===== config.mk =====
export PLATFORM = sky130hd
export DESIGN_NAME = serial_calendar_clock_port
export DESIGN_NICKNAME = d
export VERILOG_FILES = /design/src/hw/rtc_serial_pkg.sv /design/src/hw/pin_sync.sv /design/src/hw/serial_calendar_clock_port.sv
export SDC_FILE = /design/constraint.sdc
export NUM_CORES = 1
export LEC_CHECK = 0
export ABC_AREA = 1
export ABC_CLOCK_PERIOD_IN_PS = 6400
export BUFFER_PORTS_ARGS = -buffer_cell sky130_fd_sc_hd__buf_2
export CAP_MARGIN = 10
export CORE_MARGIN = 2
export CORE_UTILIZATION = 40
export DETAILED_ROUTE_END_ITERATION = 8
export HOLD_SLACK_MARGIN = 0.08
export PLACE_DENSITY = 0.55
export SYNTH_ARGS = -nofsm -noshare
export SYNTH_HDL_FRONTEND = slang
export SYNTH_SLANG_ARGS = --single-unit
export TNS_END_PERCENT = 10

===== constraint.sdc =====
create_clock -name ref_clk -period 6.4 [get_ports ref_clk]
set_input_delay 0.96 -clock ref_clk [delete_from_list [all_inputs] [get_ports ref_clk]]
set_output_delay 0.96 -clock ref_clk [all_outputs]
set_load 0.03 [all_outputs]

===== src/hw/rtc_serial_pkg.sv =====
// Purpose: Shared constants and types of the serial calendar clock port.
// Assumes: A 20 MHz reference clock feeds the whole design.
// Notes: Every field position, reset value, limit and timing count lives here.
package rtc_serial_pkg;
   // Reference clock and time base.
   localparam int REF_CLK_HZ = 20_000_000;
   localparam int TICK_RATE_HZ = 128;
   localparam int PRESCALE_CYCLES = REF_CLK_HZ / TICK_RATE_HZ;
   localparam int PRE_W = 18;
   localparam int DIV_W = 7;
   localparam logic [DIV_W-1:0] DIV_MAX = 7'h7F;
   // Serial frame layout, least significant bit sent first.
   localparam int FRAME_BITS = 52;
   localparam int FLAG_CLEAR_BITS = 48;
   localparam int CNT_W = 6;
   localparam int SEC_LSB = 0;
   localparam int FLAG_POS = 7;
   localparam int MIN_LSB = 8;
   localparam int HOUR_LSB = 16;
   localparam int WEEK_LSB = 24;
   localparam int DAY_LSB = 28;
   localparam int MONTH_LSB = 36;
   localparam int YEAR_LSB = 44;
   localparam int SEC_W = 7;
   localparam int BYTE_W = 8;
   localparam int WEEK_W = 4;
   // Reset values of the counters and the supply-low flag.
   localparam logic [SEC_W-1:0] SEC_RST = 7'h00;
   localparam logic [BYTE_W-1:0] MIN_RST = 8'h00;
   localparam logic [BYTE_W-1:0] HOUR_RST = 8'h00;
   localparam logic [WEEK_W-1:0] WEEK_RST = 4'h1;
   localparam logic [BYTE_W-1:0] DAY_RST = 8'h01;
   localparam logic [BYTE_W-1:0] MONTH_RST = 8'h01;
   localparam logic [BYTE_W-1:0] YEAR_RST = 8'h00;
   localparam logic FLAG_RST = 1'b1;
   // BCD limits of each counter.
   localparam logic [SEC_W-1:0] SEC_MAX = 7'h59;
   localparam logic [BYTE_W-1:0] MIN_MAX = 8'h59;
   localparam logic [BYTE_W-1:0] HOUR_MAX = 8'h23;
   localparam logic [WEEK_W-1:0] WEEK_MIN = 4'h1;
   localparam logic [WEEK_W-1:0] WEEK_MAX = 4'h7;
   localparam logic [BYTE_W-1:0] DAY_MIN = 8'h01;
   localparam logic [BYTE_W-1:0] MONTH_MIN = 8'h01;
   localparam logic [BYTE_W-1:0] MONTH_MAX = 8'h12;
   localparam logic [BYTE_W-1:0] YEAR_MAX = 8'h99;
   localparam logic [3:0] BCD_NINE = 4'h9;
   // Month codes and month lengths in BCD.
   localparam logic [BYTE_W-1:0] MON_FEB = 8'h02;
   localparam logic [BYTE_W-1:0] MON_APR = 8'h04;
   localparam logic [BYTE_W-1:0] MON_JUN = 8'h06;
   localparam logic [BYTE_W-1:0] MON_SEP = 8'h09;
   localparam logic [BYTE_W-1:0] MON_NOV = 8'h11;
   localparam logic [BYTE_W-1:0] DAYS_28 = 8'h28;
   localparam logic [BYTE_W-1:0] DAYS_29 = 8'h29;
   localparam logic [BYTE_W-1:0] DAYS_30 = 8'h30;
   localparam logic [BYTE_W-1:0] DAYS_31 = 8'h31;
   // Year unit digits that make a leap year for even and odd tens.
   localparam logic [3:0] LEAP_E0 = 4'h0;
   localparam logic [3:0] LEAP_E4 = 4'h4;
   localparam logic [3:0] LEAP_E8 = 4'h8;
   localparam logic [3:0] LEAP_O2 = 4'h2;
   localparam logic [3:0] LEAP_O6 = 4'h6;
   // Transfer mode decoded from chip enable and direction.
   typedef enum logic [1:0] {XFER_IDLE, XFER_READ, XFER_WRITE} xfer_t;
endpackage : rtc_serial_pkg


===== src/hw/pin_sync.sv =====
// Purpose: Two-flop synchroniser for a group of asynchronous pins.
// Assumes: Reset has already been synchronised to the clock.
// Notes: The first stage feeds only the second stage.
`timescale 1ns/1ps
`default_nettype none
module pin_sync #(
   parameter int WIDTH = 1
) (
   // Clock, reset and enable.
   input wire logic clk,
   input wire logic rst_n,
   input wire logic en,
   // Raw pins and their synchronised copy.
   input wire logic [WIDTH-1:0] pins,
   output logic [WIDTH-1:0] pins_s
);
   logic [WIDTH-1:0] meta_r; // First stage, read only by the second.

   // Both stages shift together while the enable is high.
   always_ff @(posedge clk or negedge rst_n) begin
      if (!rst_n) begin
         meta_r <= '0;
         pins_s <= '0;
      end else if (en) begin
         meta_r <= pins;
         pins_s <= meta_r;
      end
   end
endmodule : pin_sync
`default_nettype wire


===== src/hw/serial_calendar_clock_port.sv =====
// Purpose: BCD calendar clock with a three-wire serial frame port.
// Assumes: ref_clk runs at 20 MHz; serial pins are asynchronous to it.
// Notes: The serial clock is sampled, so it must stay well below ref_clk.
`timescale 1ns/1ps
`default_nettype none
// Behaviour
// - Counters are BCD, hours in 24-hour form.
// - Day wraps by month length, leap February.
// - Seconds low seven bits, flag on top.
// - Detector sets the supply-low flag.
// - Reads beyond 48 bits clear the flag.
// - Read when enabled and direction low.
// - First read edge snapshots, outputs seconds LSB.
// - Later edges shift next bits out in order.
// - Edges beyond 52 never alter the frame.
// - Early chip-enable drop ends read cleanly.
// - Carry during a read is not corrected.
// - Write when enabled and direction high.
// - Seconds halt from first falling edge.
// - Divider reset between first two rising edges.
// - Write samples data on rising edges, LSB first.
// - Load counters after 52 written bits.
// - Short writes discarded, extra bits ignored.
module serial_calendar_clock_port
   import rtc_serial_pkg::*;
#(
   parameter int PRESCALE = PRESCALE_CYCLES
) (
   // Clock, reset and clock enable.
   input wire logic ref_clk,
   input wire logic reset_n,
   input wire logic clk_en,
   // Serial port pins.
   input wire logic chip_enable,
   input wire logic write_dir,
   input wire logic shift_clk,
   input wire logic data_in,
   output logic data_out,
   output logic data_oe,
   // Supply detector level.
   input wire logic supply_low_det
);
   // Refuse a prescaler the counter cannot hold.
   if (PRESCALE < 1 || PRESCALE > (1 << PRE_W)) begin : bad_prescale
      $error("PRESCALE out of range for the prescaler counter");
   end

   localparam logic [PRE_W-1:0] PRE_LAST = PRE_W'(PRESCALE - 1); // Last prescaler count.
   localparam logic [CNT_W-1:0] CNT_FRAME = CNT_W'(FRAME_BITS); // Frame length.
   localparam logic [CNT_W-1:0] CNT_LAST = CNT_W'(FRAME_BITS - 1); // Index of last bit.
   localparam logic [CNT_W-1:0] CNT_FLAG = CNT_W'(FLAG_CLEAR_BITS); // Count before clear.
   localparam logic [CNT_W-1:0] CNT_FIRST = CNT_W'(1); // Count after first edge.

   logic [1:0] rst_sync_r; // Reset release synchroniser.
   logic rst_n_s; // Synchronised reset.
   logic ce_s; // Synchronised chip enable.
   logic wr_s; // Synchronised direction.
   logic sclk_s; // Synchronised shift clock.
   logic din_s; // Synchronised data input.
   logic det_s; // Synchronised supply detector.
   logic sclk_q; // Delayed shift clock for edge detection.
   logic ce_q; // Delayed chip enable for edge detection.
   logic sclk_rise; // Rising shift-clock edge seen.
   logic sclk_fall; // Falling shift-clock edge seen.
   logic ce_rise; // Rising chip-enable edge seen.
   xfer_t mode; // Current transfer mode.
   logic [CNT_W-1:0] bit_cnt_r; // Edges counted in this transfer.
   logic [FRAME_BITS-1:0] shift_r; // Frame shift register.
   logic [FRAME_BITS-1:0] frame_now; // Live counters packed as a frame.
   logic [FRAME_BITS-1:0] wframe; // Frame after the current write sample.
   logic write_load; // Last write bit arrives this cycle.
   logic write_halt_r; // Seconds held during a write.
   logic div_clear; // Divider held in reset.
   logic [PRE_W-1:0] pre_r; // Prescaler down to 128 Hz.
   logic [DIV_W-1:0] div_r; // Divider stages 128 Hz to 1 Hz.
   logic sec_tick; // One-second carry into the counters.
   logic flag_r; // Supply-low flag.
   logic [SEC_W-1:0] sec_r; // Seconds in BCD.
   logic [BYTE_W-1:0] min_r; // Minutes in BCD.
   logic [BYTE_W-1:0] hour_r; // Hours in BCD, 24-hour.
   logic [WEEK_W-1:0] week_r; // Day of week, 1 to 7.
   logic [BYTE_W-1:0] day_r; // Day of month in BCD.
   logic [BYTE_W-1:0] month_r; // Month in BCD with test bit on top.
   logic [BYTE_W-1:0] year_r; // Year in BCD.
   logic [BYTE_W-1:0] month_val; // Month without the test bit.
   logic [BYTE_W-1:0] days_in_month; // Last day of the current month.
   logic [BYTE_W-1:0] month_inc; // Month plus one in BCD, test bit restored later.

   // Adds one to a two-digit BCD value; the caller handles the wrap.
   function automatic logic [BYTE_W-1:0] bcd_inc(input logic [BYTE_W-1:0] v);
      logic [3:0] hi;
      logic [3:0] lo;
      hi = v[7:4];
      lo = v[3:0];
      if (lo == BCD_NINE) begin
         hi = hi + 4'h1;
         lo = 4'h0;
      end else begin
         lo = lo + 4'h1;
      end
      return {hi, lo};
   endfunction : bcd_inc

   // Tells whether a BCD year from 00 to 99 is a leap year.
   function automatic logic is_leap(input logic [BYTE_W-1:0] y);
      logic odd_tens;
      logic [3:0] units;
      odd_tens = y[4];
      units = y[3:0];
      if (odd_tens) begin
         return (units == LEAP_O2) || (units == LEAP_O6);
      end
      return (units == LEAP_E0) || (units == LEAP_E4) || (units == LEAP_E8);
   endfunction : is_leap

   // Reset asserts at once and releases after two clock edges.
   always_ff @(posedge ref_clk or negedge reset_n) begin
      if (!reset_n) begin
         rst_sync_r <= 2'h0;
      end else begin
         rst_sync_r <= {rst_sync_r[0], 1'b1};
      end
   end
   assign rst_n_s = rst_sync_r[1];

   // Every serial pin and the detector pass two flip-flops before any logic reads them; clk_en is used directly.
   pin_sync #(
      .WIDTH(5)
   ) u_pin_sync (
      .clk(ref_clk),
      .rst_n(rst_n_s),
      .en(clk_en),
      .pins({chip_enable, write_dir, shift_clk, data_in, supply_low_det}),
      .pins_s({ce_s, wr_s, sclk_s, din_s, det_s})
   );

   // Delayed copies of the synchronised pins give the edges.
   always_ff @(posedge ref_clk or negedge rst_n_s) begin
      if (!rst_n_s) begin
         sclk_q <= 1'b0;
         ce_q <= 1'b0;
      end else if (clk_en) begin
         sclk_q <= sclk_s;
         ce_q <= ce_s;
      end
   end
   assign sclk_rise = clk_en && sclk_s && !sclk_q;
   assign sclk_fall = clk_en && !sclk_s && sclk_q;
   assign ce_rise = clk_en && ce_s && !ce_q;

   // Direction and chip enable pick the transfer mode.
   always_comb begin
      if (!ce_s) begin
         mode = XFER_IDLE;
      end else if (wr_s) begin
         mode = XFER_WRITE;
      end else begin
         mode = XFER_READ;
      end
   end

   // Live counters packed in frame order, year last.
   assign frame_now = {year_r, month_r, day_r, week_r, hour_r, min_r, flag_r, sec_r};
   // Incoming bit enters at the top so the first bit ends at the bottom.
   assign wframe = {din_s, shift_r[FRAME_BITS-1:1]};
   assign write_load = sclk_rise && (mode == XFER_WRITE) && (bit_cnt_r == CNT_LAST);

   // Counts shift-clock edges and saturates one past the frame.
   always_ff @(posedge ref_clk or negedge rst_n_s) begin
      if (!rst_n_s) begin
         bit_cnt_r <= '0;
      end else if (clk_en) begin
         if (mode == XFER_IDLE) begin
            bit_cnt_r <= '0;
         end else if (sclk_rise && bit_cnt_r <= CNT_FRAME) begin
            bit_cnt_r <= bit_cnt_r + CNT_FIRST;
         end
      end
   end

   // Shift register: snapshot and shift on reads, sample on writes.
   always_ff @(posedge ref_clk or negedge rst_n_s) begin
      if (!rst_n_s) begin
         shift_r <= '0;
      end else if (clk_en && sclk_rise) begin
         case (mode)
            XFER_READ: begin
               if (bit_cnt_r == '0) begin
                  // The snapshot is taken once; a later carry is not merged.
                  shift_r <= frame_now;
               end else if (bit_cnt_r < CNT_FRAME) begin
                  shift_r <= shift_r >> 1;
               end
            end
            XFER_WRITE: begin
               if (bit_cnt_r < CNT_FRAME) begin
                  shift_r <= wframe;
               end
            end
            default: begin
               shift_r <= shift_r; // Idle keeps the last frame.
            end
         endcase
      end
   end

   // Data line driver: bit presented on each read edge, released when idle.
   always_ff @(posedge ref_clk or negedge rst_n_s) begin
      if (!rst_n_s) begin
         data_out <= 1'b0;
         data_oe <= 1'b0;
      end else if (clk_en) begin
         data_oe <= (mode == XFER_READ);
         if (mode != XFER_READ) begin
            data_out <= 1'b0;
         end else if (sclk_rise) begin
            if (bit_cnt_r == '0) begin
               data_out <= frame_now[SEC_LSB];
            end else if (bit_cnt_r < CNT_FRAME) begin
               data_out <= shift_r[1];
            end else begin
               // Past the frame the line is held low; captured bits stay intact.
               data_out <= 1'b0;
            end
         end
      end
   end

   // Seconds hold from the first falling edge of a write to the next enable.
   always_ff @(posedge ref_clk or negedge rst_n_s) begin
      if (!rst_n_s) begin
         write_halt_r <= 1'b0;
      end else if (clk_en) begin
         if (ce_rise) begin
            write_halt_r <= 1'b0;
         end else if (sclk_fall && mode == XFER_WRITE) begin
            write_halt_r <= 1'b1;
         end
      end
   end

   // Divider held clear between the first and second rising edges of a write.
   assign div_clear = (mode == XFER_WRITE) && (bit_cnt_r == CNT_FIRST);

   // Time base: prescaler to 128 Hz, then seven stages down to 1 Hz.
   always_ff @(posedge ref_clk or negedge rst_n_s) begin
      if (!rst_n_s) begin
         pre_r <= '0;
         div_r <= '0;
      end else if (clk_en) begin
         if (pre_r == PRE_LAST) begin
            pre_r <= '0;
         end else begin
            pre_r <= pre_r + PRE_W'(1);
         end
         if (div_clear) begin
            div_r <= '0;
         end else if (pre_r == PRE_LAST) begin
            div_r <= div_r + DIV_W'(1);
         end
      end
   end
   assign sec_tick = clk_en && (pre_r == PRE_LAST) && (div_r == DIV_MAX) && !write_halt_r && !div_clear;

   // Month length, with February growing in leap years.
   assign month_val = {1'b0, month_r[BYTE_W-2:0]};
   assign month_inc = bcd_inc(month_val);
   always_comb begin
      if (month_val == MON_FEB) begin
         days_in_month = is_leap(year_r) ? DAYS_29 : DAYS_28;
      end else if (month_val == MON_APR || month_val == MON_JUN || month_val == MON_SEP ||
                   month_val == MON_NOV) begin
         days_in_month = DAYS_30;
      end else begin
         days_in_month = DAYS_31;
      end
   end

   // Calendar counters: loaded by a complete write, else carried each second.
   always_ff @(posedge ref_clk or negedge rst_n_s) begin
      if (!rst_n_s) begin
         sec_r <= SEC_RST;
         min_r <= MIN_RST;
         hour_r <= HOUR_RST;
         week_r <= WEEK_RST;
         day_r <= DAY_RST;
         month_r <= MONTH_RST;
         year_r <= YEAR_RST;
      end else if (write_load) begin
         // The host is trusted to send legal values in every field.
         sec_r <= wframe[SEC_LSB +: SEC_W];
         min_r <= wframe[MIN_LSB +: BYTE_W];
         hour_r <= wframe[HOUR_LSB +: BYTE_W];
         week_r <= wframe[WEEK_LSB +: WEEK_W];
         day_r <= wframe[DAY_LSB +: BYTE_W];
         month_r <= wframe[MONTH_LSB +: BYTE_W];
         year_r <= wframe[YEAR_LSB +: BYTE_W];
      end else if (sec_tick) begin
         if (sec_r != SEC_MAX) begin
            sec_r <= SEC_W'(bcd_inc({1'b0, sec_r}));
         end else begin
            sec_r <= SEC_RST;
            if (min_r != MIN_MAX) begin
               min_r <= bcd_inc(min_r);
            end else begin
               min_r <= MIN_RST;
               if (hour_r != HOUR_MAX) begin
                  hour_r <= bcd_inc(hour_r);
               end else begin
                  // Midnight advances day of week and day of month.
                  hour_r <= HOUR_RST;
                  week_r <= (week_r == WEEK_MAX) ? WEEK_MIN : week_r + 4'h1;
                  if (day_r != days_in_month) begin
                     day_r <= bcd_inc(day_r);
                  end else begin
                     day_r <= DAY_MIN;
                     if (month_val != MONTH_MAX) begin
                        month_r <= {month_r[BYTE_W-1], month_inc[BYTE_W-2:0]};
                     end else begin
                        // The test bit is kept across the year carry.
                        month_r <= {month_r[BYTE_W-1], MONTH_MIN[BYTE_W-2:0]};
                        year_r <= (year_r == YEAR_MAX) ? YEAR_RST : bcd_inc(year_r);
                     end
                  end
               end
            end
         end
      end
   end

   // Supply-low flag: detector set wins over a written value or a long read.
   always_ff @(posedge ref_clk or negedge rst_n_s) begin
      if (!rst_n_s) begin
         flag_r <= FLAG_RST;
      end else if (clk_en) begin
         if (det_s) begin
            flag_r <= 1'b1;
         end else if (write_load) begin
            flag_r <= wframe[FLAG_POS];
         end else if (sclk_rise && mode == XFER_READ && bit_cnt_r == CNT_FLAG) begin
            flag_r <= 1'b0;
         end
      end
   end
endmodule : serial_calendar_clock_port
`default_nettype wire


==> results.md <==
- Crit path largest cell delay: 470 ps
- Cell variety after synth: 50
- Commonest non-fill, non-tap cell in the layout: nand2_1
- Worst Tran Pin Value: 1070 ps
- Most frequent cells in the layout: nand2_1, inv_1, dfrtp_1, nor2_1, o21ai_0
- Rows: 53
- Most Crowded Layer GR: met2
- Layout Utilization: 0.453
- Final hold violations: 0
- Die Area: 0.0227 sq mm
- I/O Buffers: 9
- Per-cell routed wire length: 13.9 um
- H-Tree Depth: 4
- Flop2flop setup slack: 3640 ps
- Period utilisation layout: 0.518
- Vias in the first global route: 6952
- DP HPWL: 13100 um
- Setup-failing EPs final: 0
- Drt pass-1 iters: 4
- WS Path Type: in2reg
- Xor and xnor area share after synthesis: 0.0264
- Post-CTS Hold Buffers: 0
- Vias per cell: 5.02
- Fin Hold WS: 291 ps
- Die width: 151 um
- Antenna Cells: 0
- Cts repair resizes: 0
- Buffer and inverter count on the worst path: 5
- FFs w/ async S/R, synth: 1.00
- Pins over their slew limit: 0
- Nets@finish: 1142
- Area taken by multi-input logic gates: 0.00404 sq mm
- Largest net degree at the start of global routing: 68
- Worst path cell trace: buf_2, nand2_1, nor2_2, nand3_2, buf_4, inv_2, nor2_1, inv_2, nand3_1, or2_0, o21ai_1, inv_1
- Max FO, Critical Path: 29
- CP arrival: 3640 ps
- Remaining DRCs: 0
- Die span in y: 151 um
- Maximum clock insertion buffer count: 2
- Mux contribution to synthesized area: 0.00232
- GRT Overall Usage: 0.186
- Initial antenna violation count: 0
- Post-synthesis sequential area ratio: 0.439
- Compound-cell area share of the yosys netlist: 0.159
- Grt ovf: 0
- Final WL: 19400 um
- Total via count in the routed design: 7002
- Synthesis-stage register bit count: 151
- Fraction of the mapped netlist area in adder cells: 0.0392
- Syn nets: 1143
- Register area: 0.00379 sq mm
- Reg clk slew, reported paths: 70 ps
- GRT met1 Usage: 0.250
- Antenna violation net count after detailed routing: 0
- Clock skew: 11.7 ps
- CTS buffer count: 17
- Met2 Use GR: 0.308
- Avg Cell Area, Syn: 7.78 sq um
- Initial Utilization: 0.409
- Largest family of logic cells by synthesized area: simple AND/OR/NAND/NOR gates
- Worst-skew pair later-pin latency: 440 ps
- Worst slew margin: 0.284
- Critical Path Slowest Stage Cell: nand3_2
- Layout fillers: 2171
- Io pins: 10
- Layout cells sized above 1: 0.0964
- Core Box Area: 0.0211 sq mm
- Synth Area in Simple Gates: 0.239
- Tot Pwr: 2840 uW
- Crit path time final: 3320 ps
- Worst ir drop on vdd: 165 uV
- # clock sinks: 151
- Family with the most delay on the worst path: simple AND/OR/NAND/NOR gates
- GPL Wtd Cong: 0.821
- Root buf cell: clkbuf_16
- Top FF cell, synth: dfrtp_1
- End of the worst register-to-register path: min_r[4]
- Critical path capture point type: flop
- First-pass GRT wire length: 33800 um
- Number of synthesized flops with an enable pin: 0
- GR Util met3: 0.0325
- Post-CTS setup buffer count: 0
- CTS tree: yes
- Area delta synth->final: 10.8%
- CP Data Required Time: 6730 ps
- Synth Warn #: 0
- Crit start category: input pin
- MaxCap Viol Count: 0
- Mapped Cells: 1108
- PwrDens: 297 mW/mm^2
- Hold Path Class: in2async
- RR Startpoint: u_pin_sync.pins_s[4]
- Synthesized area: 0.00862 sq mm
- Maximum clock frequency: 0.302 GHz
- RSZ-0062 raised after global routing: false
- Cells on worst reg2reg path: 11
- Most Frequent Cell on Critical Path: inv_2
- Final TNS setup: 0 ps
- Lkg Pwr: 0.00451 uW
- Initial DRC Count: 405
- Outcome: completed
==> final cells by class <==
type                       count  area share
inverter                     176      0.0692
multi-input combinational    745       0.423
clock buffer                  18      0.0449
clock inverter                14      0.0185
timing repair buffer          16      0.0123
sequential                   151       0.397
tap                          275      0.0360
==> power breakdown <==
part / internal (uW) / leakage [uW] / switching [uW] / total [uW]
Sequential: 1160 / 0.00177 / 137 / 1290
Clock: 616 / 0.000291 / 420 / 1040
Combinational: 169 / 0.00245 / 338 / 507
Total: 1940 / 0.00451 / 896 / 2840
==> worst max-delay path by stage <==
| stage | slack [ps] | start | endpoint | cells after the start |
|---|---|---|---|---|
| 2_1_floorplan | 1890 | rst_sync_r[1] | bit_cnt_r[0] | 0 |
| 3_3_place_gp | 2600 | clk_en | shift_r[27] | 9 |
| 3_5_place_dp | 2540 | clk_en | shift_r[27] | 9 |
| 4_1_cts | 3010 | clk_en | shift_r[27] | 9 |
| 5_1_grt | 2780 | clk_en | min_r[4] | 12 |
| 6_report | 3080 | clk_en | min_r[4] | 12 |
==> cells by family after synthesis <==
| family | after synthesis |
|---|---|
| simple gates | 452 |
| compound gates | 237 |
| other cells | 1 |
| flops | 151 |
| fa+ha+maj | 27 |
| buf+inv | 212 |
| mux | 2 |
| xor+xnor | 26 |
==> synthesized netlist by cell type (3+ instances only) <==
| cell | n | area share |
|---|---|---|
| a211oi_1 | 3 | 0.0026 |
| a21oi_1 | 29 | 0.017 |
| a31oi_1 | 7 | 0.0051 |
| buf_2 | 12 | 0.0070 |
| clkbuf_1 | 21 | 0.0091 |
| clkinv_1 | 4 | 0.0017 |
| dfrtp_1 | 147 | 0.43 |
| dfstp_2 | 4 | 0.012 |
| ha_1 | 27 | 0.039 |
| inv_1 | 154 | 0.067 |
| inv_2 | 18 | 0.0078 |
| nand2_1 | 203 | 0.088 |
| nand2_2 | 6 | 0.0044 |
| nand3_1 | 62 | 0.036 |
| nand3_2 | 5 | 0.0058 |
| nand3_4 | 4 | 0.0081 |
| nand4_1 | 10 | 0.0073 |
| nor2_1 | 119 | 0.052 |
| nor2_2 | 8 | 0.0058 |
| nor2_4 | 5 | 0.0065 |
| nor3_1 | 15 | 0.0087 |
| nor3b_1 | 4 | 0.0035 |
| o211ai_1 | 15 | 0.013 |
| o21ai_0 | 101 | 0.059 |
| o21ai_1 | 10 | 0.0058 |
| o21bai_1 | 9 | 0.0078 |
| o221ai_1 | 4 | 0.0041 |
| o22ai_1 | 49 | 0.036 |
| xnor2_1 | 9 | 0.0091 |
| xor2_1 | 17 | 0.017 |
==> registers in the layout, summed over array words and instances (netlist names), 2 cells and up <==
signal and count:
week_r 4, month_r 8, min_r 8, rst_sync_r 2, day_r 8, pre_r 18
bit_cnt_r 6, year_r 8, div_r 7, sec_r 7, shift_r 51, hour_r 8
u_pin_sync.pins_s 5, u_pin_sync.meta_r 5
==> through the flow <==
step / setup slack [ps] / cells / instance area, sq um
floorplan: 1890 / 1108 / 8620
global placement: 2600 / 1362 / 8920
detailed placement: 2540 / 1362 / 8920
CTS: 3010 / 1394 / 9520
global route: 2780 / 1395 / 9550
finish: 3080 / 1395 / 9550
==> metal layers <==
| layer | vias to the layer above | wire length, um |
|---|---|---|
| met5 | - | 0 |
| met4 | 0 | 311 |
| met3 | 24 | 422 |
| met2 | 66 | 9030 |
| met1 | 3288 | 9600 |
| li1 | 3624 | - |
(Power assumes the default switching activity.)
